--- src/cpx_pkg.sv ---
/*
  constants, register map, field positions and state encoding of the
  coprocessor transfer execution block.
  assumes a 32-bit instruction word and a 32-bit register bus.
*/
package cpx_pkg;

    // register byte offsets
    localparam logic [7:0] OFF_INSTR = 8'h00;
    localparam logic [7:0] OFF_PC = 8'h04;
    localparam logic [7:0] OFF_BASE = 8'h08;
    localparam logic [7:0] OFF_SRC = 8'h0c;
    localparam logic [7:0] OFF_FLAGS = 8'h10;
    localparam logic [7:0] OFF_CTRL = 8'h14;
    localparam logic [7:0] OFF_STATUS = 8'h18;
    localparam logic [7:0] OFF_ADDR = 8'h1c;
    localparam logic [7:0] OFF_RESULT = 8'h20;
    localparam logic [7:0] OFF_DEST = 8'h24;

    // instruction field positions
    localparam int F_COND = 28;
    localparam int F_FMT = 25;
    localparam int F_MVFMT = 24;
    localparam int F_P = 24;
    localparam int F_U = 23;
    localparam int F_N = 22;
    localparam int F_W = 21;
    localparam int F_L = 20;
    localparam int F_RN = 16;
    localparam int F_RD = 12;
    localparam int F_UNIT = 8;
    localparam int F_MOVE = 4;
    localparam int F_OFF = 0;

    // control register fields
    localparam int C_EMUL = 0;
    localparam int C_CNT = 8;
    localparam int C_ABEN = 16;
    localparam int C_ABAT = 20;

    // status register fields
    localparam int S_BUSY = 0;
    localparam int S_DONE = 1;
    localparam int S_UNDEF = 2;
    localparam int S_ABORT = 3;
    localparam int S_WB = 4;

    // flag nibble position in the flags register and the moved word (n z c v)
    localparam int FLAG_LSB = 28;

    // encodings and fixed values
    localparam logic [2:0] MEM_FMT = 3'h6;
    localparam logic [3:0] MOVE_FMT = 4'he;
    localparam logic [3:0] UNIT_CFG = 4'hf;
    localparam logic [3:0] PC_REG = 4'hf;
    localparam logic [31:0] PC_BASE_ADJ = 32'h0000_0008;
    localparam logic [31:0] PC_SRC_ADJ = 32'h0000_000c;
    localparam logic [31:0] WORD_STEP = 32'h0000_0004;
    localparam logic [31:0] ZERO_WORD = 32'h0000_0000;
    localparam logic [3:0] FLAGS_RST = 4'h0;
    localparam logic [4:0] CNT_RST = 5'h10;
    localparam logic [1:0] RESP_OK = 2'h0;
    localparam logic [1:0] RESP_ERR = 2'h2;

    typedef enum logic [4:0] {
        ST_IDLE = 5'b00001,
        ST_MV1 = 5'b00010,
        ST_MV2 = 5'b00100,
        ST_MV3 = 5'b01000,
        ST_XFER = 5'b10000
    } cpx_state_t;

endpackage

--- src/cpx_cfg_if.sv ---
/*
  port between the execution block and its configuration register store.
  assumes one clock; read data arrive one edge after the index.
*/
interface cpx_cfg_if;
    logic we;
    logic [3:0] idx;
    logic [31:0] wdata;
    logic [31:0] rdata;
    modport ctl (output we, output idx, output wdata, input rdata);
    modport mem (input we, input idx, input wdata, output rdata);
endinterface

--- src/cpx_cfg_mem.sv ---
/*
  sixteen-word configuration register store of the internal unit.
  assumes a synchronous active-low reset; contents are not reset.
*/
module cpx_cfg_mem (
    // clock and reset
    input wire logic aclk,
    input wire logic aresetn,
    // access port
    cpx_cfg_if.mem port
);
    logic [31:0] mem_ff [16];
    logic [31:0] rdata_ff;

    always_ff @(posedge aclk) begin
        if (port.we) begin
            mem_ff[port.idx] <= port.wdata;
        end
    end

    // read data come from a register: one edge of latency
    always_ff @(posedge aclk) begin
        if (!aresetn) begin
            rdata_ff <= cpx_pkg::ZERO_WORD;
        end else begin
            rdata_ff <= mem_ff[port.idx];
        end
    end

    assign port.rdata = rdata_ff;
endmodule // cpx_cfg_mem

--- src/cpx_addr_gen.sv ---
/*
  address arithmetic for memory transfers: base choice, word-scaled offset,
  pre/post index selection.
  assumes the caller holds all inputs steady while it uses the outputs.
*/
module cpx_addr_gen (
    // operands
    input wire logic [31:0] base_val,
    input wire logic [31:0] pc_val,
    input wire logic [3:0] rn,
    input wire logic [7:0] off8,
    // mode bits
    input wire logic up,
    input wire logic pre,
    // results
    output logic [31:0] start_addr,
    output logic [31:0] wb_val
);
    wire [31:0] base_eff;
    wire [31:0] off_bytes;

    // base from pc reads pc+8 because of the pipeline
    assign base_eff = (rn == cpx_pkg::PC_REG)
        ? pc_val + cpx_pkg::PC_BASE_ADJ : base_val;
    // 8-bit word count, scaled to bytes
    assign off_bytes = {22'h00_0000, off8, 2'h0};
    assign wb_val = up ? base_eff + off_bytes : base_eff - off_bytes;
    assign start_addr = pre ? wb_val : base_eff;
endmodule // cpx_addr_gen

--- src/cpx_transfer_exec.sv ---
/*
  coprocessor transfer execution block with an axi4-lite register port.
  software writes pc, base, source and flags, then the instruction word;
  the block evaluates the condition and runs the instruction.
  assumes a single clock, synchronous active-low reset and a well-behaved
  axi4-lite master with one write and one read outstanding at most.
*/
// How it works
// - memory transfer offset is an 8-bit word count, not bytes
// - offset shifted left two, added when sign set, else subtracted
// - pre-index uses modified base as address, post-index the old one
// - modified base written back only when base_update is set
// - post-indexed transfers never write back implicitly
// - first word at computed address, each further word four higher
// - low two address bits go out unchanged
// - base from program counter reads instruction address plus 8
// - abort takes data trap, still writes back base, keeps the rest
// - register move to a unit other than 15 takes undefined trap
// - instruction runs only when its condition holds
// - move to pc copies word bits 31..28 into n z c v only
// - move from pc sends instruction address plus 12
// - move with the internal unit takes three internal cycles
// - direction bit 1 is unit to core, 0 core to unit
// - every memory load or store to a unit takes undefined trap
module cpx_transfer_exec (
    // clock and reset
    input wire logic aclk,
    input wire logic aresetn,
    // axi4-lite write address
    input wire logic [7:0] awaddr,
    input wire logic awvalid,
    output logic awready,
    // axi4-lite write data
    input wire logic [31:0] wdata,
    input wire logic [3:0] wstrb,
    input wire logic wvalid,
    output logic wready,
    // axi4-lite write response
    output logic [1:0] bresp,
    output logic bvalid,
    input wire logic bready,
    // axi4-lite read address
    input wire logic [7:0] araddr,
    input wire logic arvalid,
    output logic arready,
    // axi4-lite read data
    output logic [31:0] rdata,
    output logic [1:0] rresp,
    output logic rvalid,
    input wire logic rready,
    // transfer address towards the memory system
    output logic [31:0] xfer_addr,
    output logic xfer_valid,
    output logic xfer_load,
    // traps and state
    output logic undef_trap,
    output logic abort_trap,
    output logic busy
);
    // byte-lane merge used by every writable register
    function automatic logic [31:0] merge_strb(
        input logic [31:0] old_val,
        input logic [31:0] new_val,
        input logic [3:0] strb
    );
        logic [31:0] res;
        res = old_val;
        for (int i = 0; i < 4; i++) begin
            if (strb[i]) begin
                res[8*i +: 8] = new_val[8*i +: 8];
            end
        end
        return res;
    endfunction

    // condition field against n z c v
    function automatic logic cond_pass(
        input logic [3:0] cond,
        input logic [3:0] nzcv
    );
        logic n;
        logic z;
        logic c;
        logic v;
        logic r;
        n = nzcv[3];
        z = nzcv[2];
        c = nzcv[1];
        v = nzcv[0];
        case (cond)
            4'h0: r = z;
            4'h1: r = !z;
            4'h2: r = c;
            4'h3: r = !c;
            4'h4: r = n;
            4'h5: r = !n;
            4'h6: r = v;
            4'h7: r = !v;
            4'h8: r = c && !z;
            4'h9: r = !c || z;
            4'ha: r = (n == v);
            4'hb: r = (n != v);
            4'hc: r = !z && (n == v);
            4'hd: r = z || (n != v);
            4'he: r = 1'b1;
            default: r = 1'b0;
        endcase
        return r;
    endfunction

    // bus state
    logic awready_ff;
    logic wready_ff;
    logic bvalid_ff;
    logic [1:0] bresp_ff;
    logic arready_ff;
    logic rvalid_ff;
    logic [31:0] rdata_ff;
    logic [1:0] rresp_ff;
    logic [7:0] aw_ff;
    logic [31:0] wd_ff;
    logic [3:0] ws_ff;
    // software registers
    logic [31:0] instr_ff;
    logic [31:0] pc_ff;
    logic [31:0] base_ff;
    logic [31:0] src_ff;
    logic [3:0] flags_ff;
    logic emul_ff;
    logic [4:0] cnt_ff;
    logic aben_ff;
    logic [3:0] abat_ff;
    // execution state
    cpx_pkg::cpx_state_t state_ff;
    logic go_ff;
    logic done_ff;
    logic undef_ff;
    logic abort_ff;
    logic wb_ff;
    logic [31:0] cur_ff;
    logic [4:0] idx_ff;
    logic [4:0] nwords_ff;
    logic [31:0] result_ff;
    logic [3:0] dest_ff;
    logic [31:0] xfer_addr_ff;
    logic xfer_valid_ff;
    logic xfer_load_ff;
    logic undef_trap_ff;
    logic abort_trap_ff;
    logic busy_ff;

    cpx_cfg_if cfg ();

    // write side decode
    wire wr_fire = !awready_ff && !wready_ff && !bvalid_ff;
    wire sel_instr = wr_fire && (aw_ff == cpx_pkg::OFF_INSTR);
    wire sel_pc = wr_fire && (aw_ff == cpx_pkg::OFF_PC);
    wire sel_base = wr_fire && (aw_ff == cpx_pkg::OFF_BASE);
    wire sel_src = wr_fire && (aw_ff == cpx_pkg::OFF_SRC);
    wire sel_flags = wr_fire && (aw_ff == cpx_pkg::OFF_FLAGS);
    wire sel_ctrl = wr_fire && (aw_ff == cpx_pkg::OFF_CTRL);
    wire wr_ro = (aw_ff == cpx_pkg::OFF_STATUS)
        || (aw_ff == cpx_pkg::OFF_ADDR)
        || (aw_ff == cpx_pkg::OFF_RESULT)
        || (aw_ff == cpx_pkg::OFF_DEST);
    wire wr_map = sel_instr || sel_pc || sel_base || sel_src
        || sel_flags || sel_ctrl || wr_ro;
    wire [31:0] instr_wr = merge_strb(instr_ff, wd_ff, ws_ff);
    wire [31:0] ctrl_val = {8'h00, abat_ff, 3'h0, aben_ff, 3'h0, cnt_ff,
        7'h00, emul_ff};
    wire [31:0] ctrl_wr = merge_strb(ctrl_val, wd_ff, ws_ff);
    wire [31:0] flags_val = {flags_ff, 28'h000_0000};
    wire [31:0] flags_wr = merge_strb(flags_val, wd_ff, ws_ff);

    // instruction fields
    wire [3:0] f_cond = instr_ff[cpx_pkg::F_COND +: 4];
    wire [3:0] f_rn = instr_ff[cpx_pkg::F_RN +: 4];
    wire [3:0] f_rd = instr_ff[cpx_pkg::F_RD +: 4];
    wire [3:0] f_unit = instr_ff[cpx_pkg::F_UNIT +: 4];
    wire f_load = instr_ff[cpx_pkg::F_L];
    wire f_wb = instr_ff[cpx_pkg::F_W];
    wire is_mem = instr_ff[cpx_pkg::F_FMT +: 3] == cpx_pkg::MEM_FMT;
    wire is_move = (instr_ff[cpx_pkg::F_MVFMT +: 4] == cpx_pkg::MOVE_FMT)
        && instr_ff[cpx_pkg::F_MOVE];

    // dispatch decisions, taken on the cycle after the instruction write
    wire go_ok = go_ff && cond_pass(f_cond, flags_ff);
    wire mv_ok = go_ok && is_move && (f_unit == cpx_pkg::UNIT_CFG);
    wire xf_start = go_ok && is_mem && emul_ff;
    // memory transfers and foreign-unit moves are left to the trap handler
    wire take_undef = go_ok && !mv_ok;
    wire in_x = state_ff == cpx_pkg::ST_XFER;
    wire abort_hit = in_x && aben_ff && (idx_ff == {1'b0, abat_ff});
    wire x_last = in_x && (idx_ff == 5'(nwords_ff - 5'h01));
    wire x_end = abort_hit || x_last;
    wire mv_commit = state_ff == cpx_pkg::ST_MV3;
    wire finish = (go_ff && !mv_ok && !xf_start) || x_end || mv_commit;
    // write-back only on request, also after an abort
    wire do_wb = x_end && f_wb;

    wire [31:0] start_addr;
    wire [31:0] wb_val;

    cpx_addr_gen u_addr (
        .base_val(base_ff),
        .pc_val(pc_ff),
        .rn(f_rn),
        .off8(instr_ff[cpx_pkg::F_OFF +: 8]),
        .up(instr_ff[cpx_pkg::F_U]),
        .pre(instr_ff[cpx_pkg::F_P]),
        .start_addr(start_addr),
        .wb_val(wb_val)
    );

    cpx_cfg_mem u_mem (
        .aclk(aclk),
        .aresetn(aresetn),
        .port(cfg.mem)
    );

    // core-to-unit value; pc source reads instruction address plus 12
    wire [31:0] mv_src = (f_rd == cpx_pkg::PC_REG)
        ? pc_ff + cpx_pkg::PC_SRC_ADJ : src_ff;
    assign cfg.idx = instr_ff[cpx_pkg::F_RN +: 4];
    assign cfg.wdata = mv_src;
    assign cfg.we = mv_commit && !f_load;

    // read side decode
    wire [31:0] status_val = {27'h000_0000, wb_ff, abort_ff, undef_ff,
        done_ff, busy_ff};
    wire [31:0] rd_val =
        (araddr == cpx_pkg::OFF_INSTR) ? instr_ff :
        (araddr == cpx_pkg::OFF_PC) ? pc_ff :
        (araddr == cpx_pkg::OFF_BASE) ? base_ff :
        (araddr == cpx_pkg::OFF_SRC) ? src_ff :
        (araddr == cpx_pkg::OFF_FLAGS) ? flags_val :
        (araddr == cpx_pkg::OFF_CTRL) ? ctrl_val :
        (araddr == cpx_pkg::OFF_STATUS) ? status_val :
        (araddr == cpx_pkg::OFF_ADDR) ? xfer_addr_ff :
        (araddr == cpx_pkg::OFF_RESULT) ? result_ff :
        (araddr == cpx_pkg::OFF_DEST) ? {28'h000_0000, dest_ff} :
        cpx_pkg::ZERO_WORD;
    wire rd_map = (araddr[1:0] == 2'h0) && (araddr <= cpx_pkg::OFF_DEST);

    // write channels: address and data taken in either order
    always_ff @(posedge aclk) begin
        if (!aresetn) begin
            awready_ff <= 1'b1;
            wready_ff <= 1'b1;
            bvalid_ff <= 1'b0;
            bresp_ff <= cpx_pkg::RESP_OK;
            aw_ff <= 8'h00;
            wd_ff <= cpx_pkg::ZERO_WORD;
            ws_ff <= 4'h0;
        end else begin
            if (awvalid && awready_ff) begin
                awready_ff <= 1'b0;
                aw_ff <= awaddr;
            end
            if (wvalid && wready_ff) begin
                wready_ff <= 1'b0;
                wd_ff <= wdata;
                ws_ff <= wstrb;
            end
            if (wr_fire) begin
                bvalid_ff <= 1'b1;
                bresp_ff <= wr_map ? cpx_pkg::RESP_OK : cpx_pkg::RESP_ERR;
            end
            if (bvalid_ff && bready) begin
                bvalid_ff <= 1'b0;
                awready_ff <= 1'b1;
                wready_ff <= 1'b1;
            end
        end
    end

    // read channel: answer one edge after the address is taken
    always_ff @(posedge aclk) begin
        if (!aresetn) begin
            arready_ff <= 1'b1;
            rvalid_ff <= 1'b0;
            rdata_ff <= cpx_pkg::ZERO_WORD;
            rresp_ff <= cpx_pkg::RESP_OK;
        end else if (arvalid && arready_ff) begin
            arready_ff <= 1'b0;
            rvalid_ff <= 1'b1;
            rdata_ff <= rd_map ? rd_val : cpx_pkg::ZERO_WORD;
            rresp_ff <= rd_map ? cpx_pkg::RESP_OK : cpx_pkg::RESP_ERR;
        end else if (rvalid_ff && rready) begin
            rvalid_ff <= 1'b0;
            arready_ff <= 1'b1;
        end
    end

    // software registers; hardware updates win over a colliding write
    always_ff @(posedge aclk) begin
        if (!aresetn) begin
            instr_ff <= cpx_pkg::ZERO_WORD;
            pc_ff <= cpx_pkg::ZERO_WORD;
            base_ff <= cpx_pkg::ZERO_WORD;
            src_ff <= cpx_pkg::ZERO_WORD;
            flags_ff <= cpx_pkg::FLAGS_RST;
            emul_ff <= 1'b0;
            cnt_ff <= cpx_pkg::CNT_RST;
            aben_ff <= 1'b0;
            abat_ff <= 4'h0;
        end else begin
            // a new instruction is refused while one is running
            if (sel_instr && !busy_ff) begin
                instr_ff <= instr_wr;
            end
            if (sel_pc) begin
                pc_ff <= merge_strb(pc_ff, wd_ff, ws_ff);
            end
            if (do_wb) begin
                base_ff <= wb_val;
            end else if (sel_base) begin
                base_ff <= merge_strb(base_ff, wd_ff, ws_ff);
            end
            if (sel_src) begin
                src_ff <= merge_strb(src_ff, wd_ff, ws_ff);
            end
            if (mv_commit && f_load && (f_rd == cpx_pkg::PC_REG)) begin
                flags_ff <= cfg.rdata[cpx_pkg::FLAG_LSB +: 4];
            end else if (sel_flags) begin
                flags_ff <= flags_wr[cpx_pkg::FLAG_LSB +: 4];
            end
            if (sel_ctrl) begin
                emul_ff <= ctrl_wr[cpx_pkg::C_EMUL];
                cnt_ff <= ctrl_wr[cpx_pkg::C_CNT +: 5];
                aben_ff <= ctrl_wr[cpx_pkg::C_ABEN];
                abat_ff <= ctrl_wr[cpx_pkg::C_ABAT +: 4];
            end
        end
    end

    // sequencer
    always_ff @(posedge aclk) begin
        if (!aresetn) begin
            state_ff <= cpx_pkg::ST_IDLE;
            go_ff <= 1'b0;
            cur_ff <= cpx_pkg::ZERO_WORD;
            idx_ff <= 5'h00;
            nwords_ff <= 5'h01;
        end else begin
            go_ff <= sel_instr && !busy_ff;
            case (state_ff)
                cpx_pkg::ST_IDLE: begin
                    if (mv_ok) begin
                        state_ff <= cpx_pkg::ST_MV1;
                    end else if (xf_start) begin
                        state_ff <= cpx_pkg::ST_XFER;
                        cur_ff <= start_addr;
                        idx_ff <= 5'h00;
                        // size flag: one word or the unit's full set
                        nwords_ff <= instr_ff[cpx_pkg::F_N]
                            ? cnt_ff : 5'h01;
                    end
                end
                cpx_pkg::ST_MV1: state_ff <= cpx_pkg::ST_MV2;
                cpx_pkg::ST_MV2: state_ff <= cpx_pkg::ST_MV3;
                cpx_pkg::ST_MV3: state_ff <= cpx_pkg::ST_IDLE;
                cpx_pkg::ST_XFER: begin
                    if (x_end) begin
                        state_ff <= cpx_pkg::ST_IDLE;
                    end else begin
                        cur_ff <= cur_ff + cpx_pkg::WORD_STEP;
                        idx_ff <= 5'(idx_ff + 5'h01);
                    end
                end
                default: state_ff <= cpx_pkg::ST_IDLE;
            endcase
        end
    end

    // results, sticky status and outputs
    always_ff @(posedge aclk) begin
        if (!aresetn) begin
            done_ff <= 1'b0;
            undef_ff <= 1'b0;
            abort_ff <= 1'b0;
            wb_ff <= 1'b0;
            result_ff <= cpx_pkg::ZERO_WORD;
            dest_ff <= 4'h0;
            xfer_addr_ff <= cpx_pkg::ZERO_WORD;
            xfer_valid_ff <= 1'b0;
            xfer_load_ff <= 1'b0;
            undef_trap_ff <= 1'b0;
            abort_trap_ff <= 1'b0;
            busy_ff <= 1'b0;
        end else begin
            busy_ff <= (sel_instr && !busy_ff)
                || (busy_ff && !finish);
            // flags of the previous instruction clear as a new one starts
            if (go_ff) begin
                done_ff <= 1'b0;
                undef_ff <= take_undef;
                abort_ff <= 1'b0;
                wb_ff <= 1'b0;
            end
            if (finish) begin
                done_ff <= 1'b1;
            end
            if (abort_hit) begin
                abort_ff <= 1'b1;
            end
            if (do_wb) begin
                wb_ff <= 1'b1;
            end
            undef_trap_ff <= take_undef;
            abort_trap_ff <= abort_hit;
            // address lines carry all 32 bits, low two untouched
            xfer_valid_ff <= in_x;
            if (in_x) begin
                xfer_addr_ff <= cur_ff;
                xfer_load_ff <= f_load;
            end
            if (mv_commit && f_load && (f_rd != cpx_pkg::PC_REG)) begin
                result_ff <= cfg.rdata;
                dest_ff <= f_rd;
            end
        end
    end

    assign awready = awready_ff;
    assign wready = wready_ff;
    assign bvalid = bvalid_ff;
    assign bresp = bresp_ff;
    assign arready = arready_ff;
    assign rvalid = rvalid_ff;
    assign rdata = rdata_ff;
    assign rresp = rresp_ff;
    assign xfer_addr = xfer_addr_ff;
    assign xfer_valid = xfer_valid_ff;
    assign xfer_load = xfer_load_ff;
    assign undef_trap = undef_trap_ff;
    assign abort_trap = abort_trap_ff;
    assign busy = busy_ff;
endmodule // cpx_transfer_exec

--- config.mk ---
export PLATFORM = sky130hd
export DESIGN_NAME = cpx_transfer_exec
export DESIGN_NICKNAME = d
export VERILOG_FILES = /design/src/cpx_pkg.sv /design/src/cpx_cfg_if.sv /design/src/cpx_cfg_mem.sv /design/src/cpx_addr_gen.sv /design/src/cpx_transfer_exec.sv
export SDC_FILE = /design/constraint.sdc
export NUM_CORES = 2
export LEC_CHECK = 0
export BUFFER_PORTS_ARGS = -buffer_cell sky130_fd_sc_hd__buf_2
export CORE_ASPECT_RATIO = 1.4
export CORE_UTILIZATION = 62
export CTS_BUF_LIST = sky130_fd_sc_hd__clkbuf_2 sky130_fd_sc_hd__clkbuf_4 sky130_fd_sc_hd__clkbuf_8
export DETAILED_ROUTE_END_ITERATION = 10
export GPL_ROUTABILITY_DRIVEN = 0
export PLACE_DENSITY = 0.79
export SYNTH_ARGS = -nofsm -noshare
export SYNTH_HDL_FRONTEND = slang
export SYNTH_SLANG_ARGS = --single-unit
--- constraint.sdc ---
create_clock -name aclk -period 8.05 [get_ports aclk]
set_input_delay 1.2075 -clock aclk [delete_from_list [all_inputs] [get_ports aclk]]
set_output_delay 1.2075 -clock aclk [all_outputs]
set_load 0.05 [all_outputs]
==> impl_metrics.yaml <==
hold_path:
  hold_path.class: "reg2reg"
  hold_depth: 2
  whs_endpoint: "result_ff[3]$_SDFFE_PN0P_"
  hp-start: "u_mem.port.rdata[3]$_SDFF_PN0_"
clock_network:
  cts_tree: "done"
  cts-root-buf: "clkbuf_8"
  ctsResizeCount: 0
  cts_max_level: 4
  clkSinkCount: 895
  cts_buffers: 134
  clk_pin_slew_worst_paths_ns: 0.07
  clock_latency_ns: 0.82
  cts_hold_buf: 0
  cts_max_path_buffers: 3
  cts_setup_buffers: 0
die:
  die_area_um2: 64340
  rows: 108
  die_w_um: 214.7
  die_h_um: 299.7
  initial_utilization_pct: 63.02
  io_pins: 137
  core_um2: 62290
sta:
  slew_viol_final: 1
  fin_crit_sh_pct: 68.76
  finalClockSkew_ns: 0.04103
  slew_headroom_pct: -0.2349
  worst_slew_pin_slew_ns: 1.488
  fin_tns_setup_ns: 0
  rsz0062_at_grt: "false"
  min_period_ns: 5.535
  setup_viol: 0
  whs_ns: 0.4241
  fmax_mhz: 180.7
  hold_violations: 0
setup_path:
  reg2reg_to: "base_ff[31]$_SDFFE_PN0P_"
  cp-end-kind: "register"
  crit_type: "reg2reg"
  arrival_ns: 6.22
  crit_required_ns: 8.73
  cp_slowest_cell: "dfxtp_4"
  crit_chain: "nand4_1, buf_4, o21ai_0, ha_1, and3_1, a221o_1, a21oi_1, nor2_1, a211oi_2, a211o_1, a211oi_1, or4_1, o311ai_0"
  reg2reg_depth: 13
  worst_setup_path_start_kind: "register"
  ff2ff_setup_slack_ns: 2.51
  crit_family: "compound AO/OA/AOI/OAI gates"
  max_stage_delay_ns: 0.94
  cp.depth: 13
  worstPathMaxFanout: 47
  r2r-start: "instr_ff[16]$_SDFFE_PN0P_"
  worst-path-buf-inv: 1
final_layout:
  layout.nets: 3634
  multiInputGateArea_um2: 15290
  final_util_pct: 69.84
  fillers: 4205
  drive_gt1_share_pct: 18.61
  area_delta_synth_final_pct: 10.82
  final-seq-area_um2: 23050
  stdcell_count: 4464
synth:
  synth-async-reset-ratio_pct: 0
  avgSynthCellArea_um2: 11.47
  synthDominantCellAreaShare_pct: 39.16
  synth_warnings: 0
  synth_seq_cells: 895
  synth.area.top_cells: "edfxtp_1 39%, dfxtp_1 20%, mux4_2 9.2%"
  yosysTopAreaCell: "edfxtp_1"
  synth_area_um2: 39260
  synth-edff-count: 512
  ys_types: 92
  ys_seq_area_share_pct: 58.69
  synthFlopType: "edfxtp_1"
  syn_inst: 3423
power:
  vdd_drop_max_mv: 0.1277
  finalPower_mw: 8.753
  cellLeakagePower_nw: 14.80
  p_per_area_nw_per_um2: 201.2
global_routing:
  grt_pass1_wl_mm: 185.4
  grt_pass1_vias: 29899
  track_usage_pct: 39.24
  grt_start_max_net_pins: 126
  antenna_found_initial: 10
  grt_overflow: 0
route:
  vias_per_cell: 6.798
  routed_wl_mm: 125.0
  avgRoutedWirePerCell_um: 28.00
  ant_nets: 0
  remaining_drc_errors: 1
  drtIter0Drc: 4769
  vias: 30346
  first_pass_iters: 11
flow_run:
  max_cap_viol_count: 1
placement:
  dp_hpwl_mm: 79.78
  dp_cells: 4224
  portBuffers: 134
run_status:
  outcome: "complete, but fails checks"
  violations: "DRC, capacitance limit, slew limit"
[state kept, by name, summed over array words and instances, names as in the netlist, 5 cells and up]
register	cells
result_ff	32
src_ff	32
base_ff	32
state_ff	5
u_mem.mem_ff	512
instr_ff	32
aw_ff	8
pc_ff	32
cur_ff	32
idx_ff	5
rdata	32
nwords_ff	5
u_mem.port.rdata	32
xfer_addr	32
wd_ff	32
cnt_ff	5
[area by class of cell]
type / count / share of cell area, %
sequential: 895 / 52.99
clock buffer: 204 / 5.821
timing repair buffer: 221 / 3.043
clock inverter: 30 / 0.3739
tap: 825 / 2.373
antenna: 6 / 0.03451
inverter: 25 / 0.2330
multi-input combinational: 2258 / 35.14
[power by group]
group	internal, mW	switching (mW)
Combinational	0.0395	0.120
Sequential	4.80	0.0449
Clock	2.00	1.74
[worst max path at each step]
stage | from | endpoint | slack [ns]
floorplan | instr_ff[18]$_SDFFE_PN0P_ | u_mem.mem_ff[4][0]$_DFFE_PP_ | 3.97
global placement | instr_ff[16]$_SDFFE_PN0P_ | base_ff[31]$_SDFFE_PN0P_ | 2.96
detailed placement | instr_ff[16]$_SDFFE_PN0P_ | base_ff[31]$_SDFFE_PN0P_ | 2.68
CTS | instr_ff[16]$_SDFFE_PN0P_ | base_ff[31]$_SDFFE_PN0P_ | 2.65
global route | instr_ff[16]$_SDFFE_PN0P_ | base_ff[31]$_SDFFE_PN0P_ | 2.29
finish | instr_ff[16]$_SDFFE_PN0P_ | base_ff[31]$_SDFFE_PN0P_ | 2.51
[kinds of logic after synthesis]
| family | count (synthesis) | share of synthesized area, % |
|---|---|---|
| XOR/XNOR | 100 | 2.231 |
| AND/OR/NAND/NOR | 1201 | 13.73 |
| adder cells (fa/ha/maj) | 40 | 1.294 |
| AO/OA/AOI/OAI | 725 | 11.26 |
| other | 1 | 0.009552 |
| multiplexers | 190 | 9.985 |
| buffers and inverters | 271 | 2.792 |
| flip-flops | 895 | 58.69 |
[cells in the final DEF (no fill, tap or decap), types with 87 or more instances in the layout]
cell and n:
a21oi_1 351, buf_2 134, buf_4 87, clkbuf_8 160
dfxtp_1 379, edfxtp_1 512, mux4_2 160, nand2_1 562
nand3_1 199, nor2_1 176, o21ai_0 147
[stage by stage]
stage | instance area (um2) | worst slack [ns]
after floorplan | 39260 | 3.967
after global placement | 40790 | 2.963
after detailed placement | 40790 | 2.685
after CTS | 43490 | 2.653
after global routing | 43510 | 2.289
final | 43510 | 2.515
[synthesized netlist by cell type (4+ instances only)]
cell type,count
nor2_1,192
mux4_2,160
a311oi_1,27
nand4_1,30
dfxtp_1,383
buf_4,6
a31oi_1,13
ha_1,39
mux2i_1,20
clkbuf_1,191
o21ai_0,147
or3_1,5
and2_1,46
edfxtp_1,512
a22oi_1,39
o22ai_1,4
buf_6,5
mux2_2,9
o211ai_1,4
a31o_2,4
a222oi_1,17
nor4_1,12
o21a_1,5
buf_2,15
nand2b_1,38
o221ai_1,5
o31ai_1,6
a211oi_1,10
inv_1,22
a21oi_1,351
or2_2,5
buf_1,29
o221a_2,6
and3_1,31
a21o_1,20
nor3b_1,7
a22o_1,6
xor2_1,53
nor2b_1,8
nand2_1,563
nor3_1,45
xnor2_1,47
nand3_1,200
a211o_1,6
a221oi_1,12
[worst reg2reg max path: stages (launching register included)]
cell and delay (ns):
dfxtp_4 0.94, nand4_1 0.83, buf_4 0.49, o21ai_0 0.38, ha_1 0.37, and3_1 0.20
a221o_1 0.33, a21oi_1 0.18, nor2_1 0.07, a211oi_2 0.36, a211o_1 0.43, a211oi_1 0.19
or4_1 0.50, o311ai_0 0.12
[layer usage]
layer	GRT usage, %	up-vias	part of all wire [%]
li1	-	12898	-
met1	44.44	14556	32
met2	61.51	2243	46
met3	11.86	643	12
met4	32.55	6	9.5
met5	0	-	0.033
No activity file was read; power rests on OpenSTA's default activity.
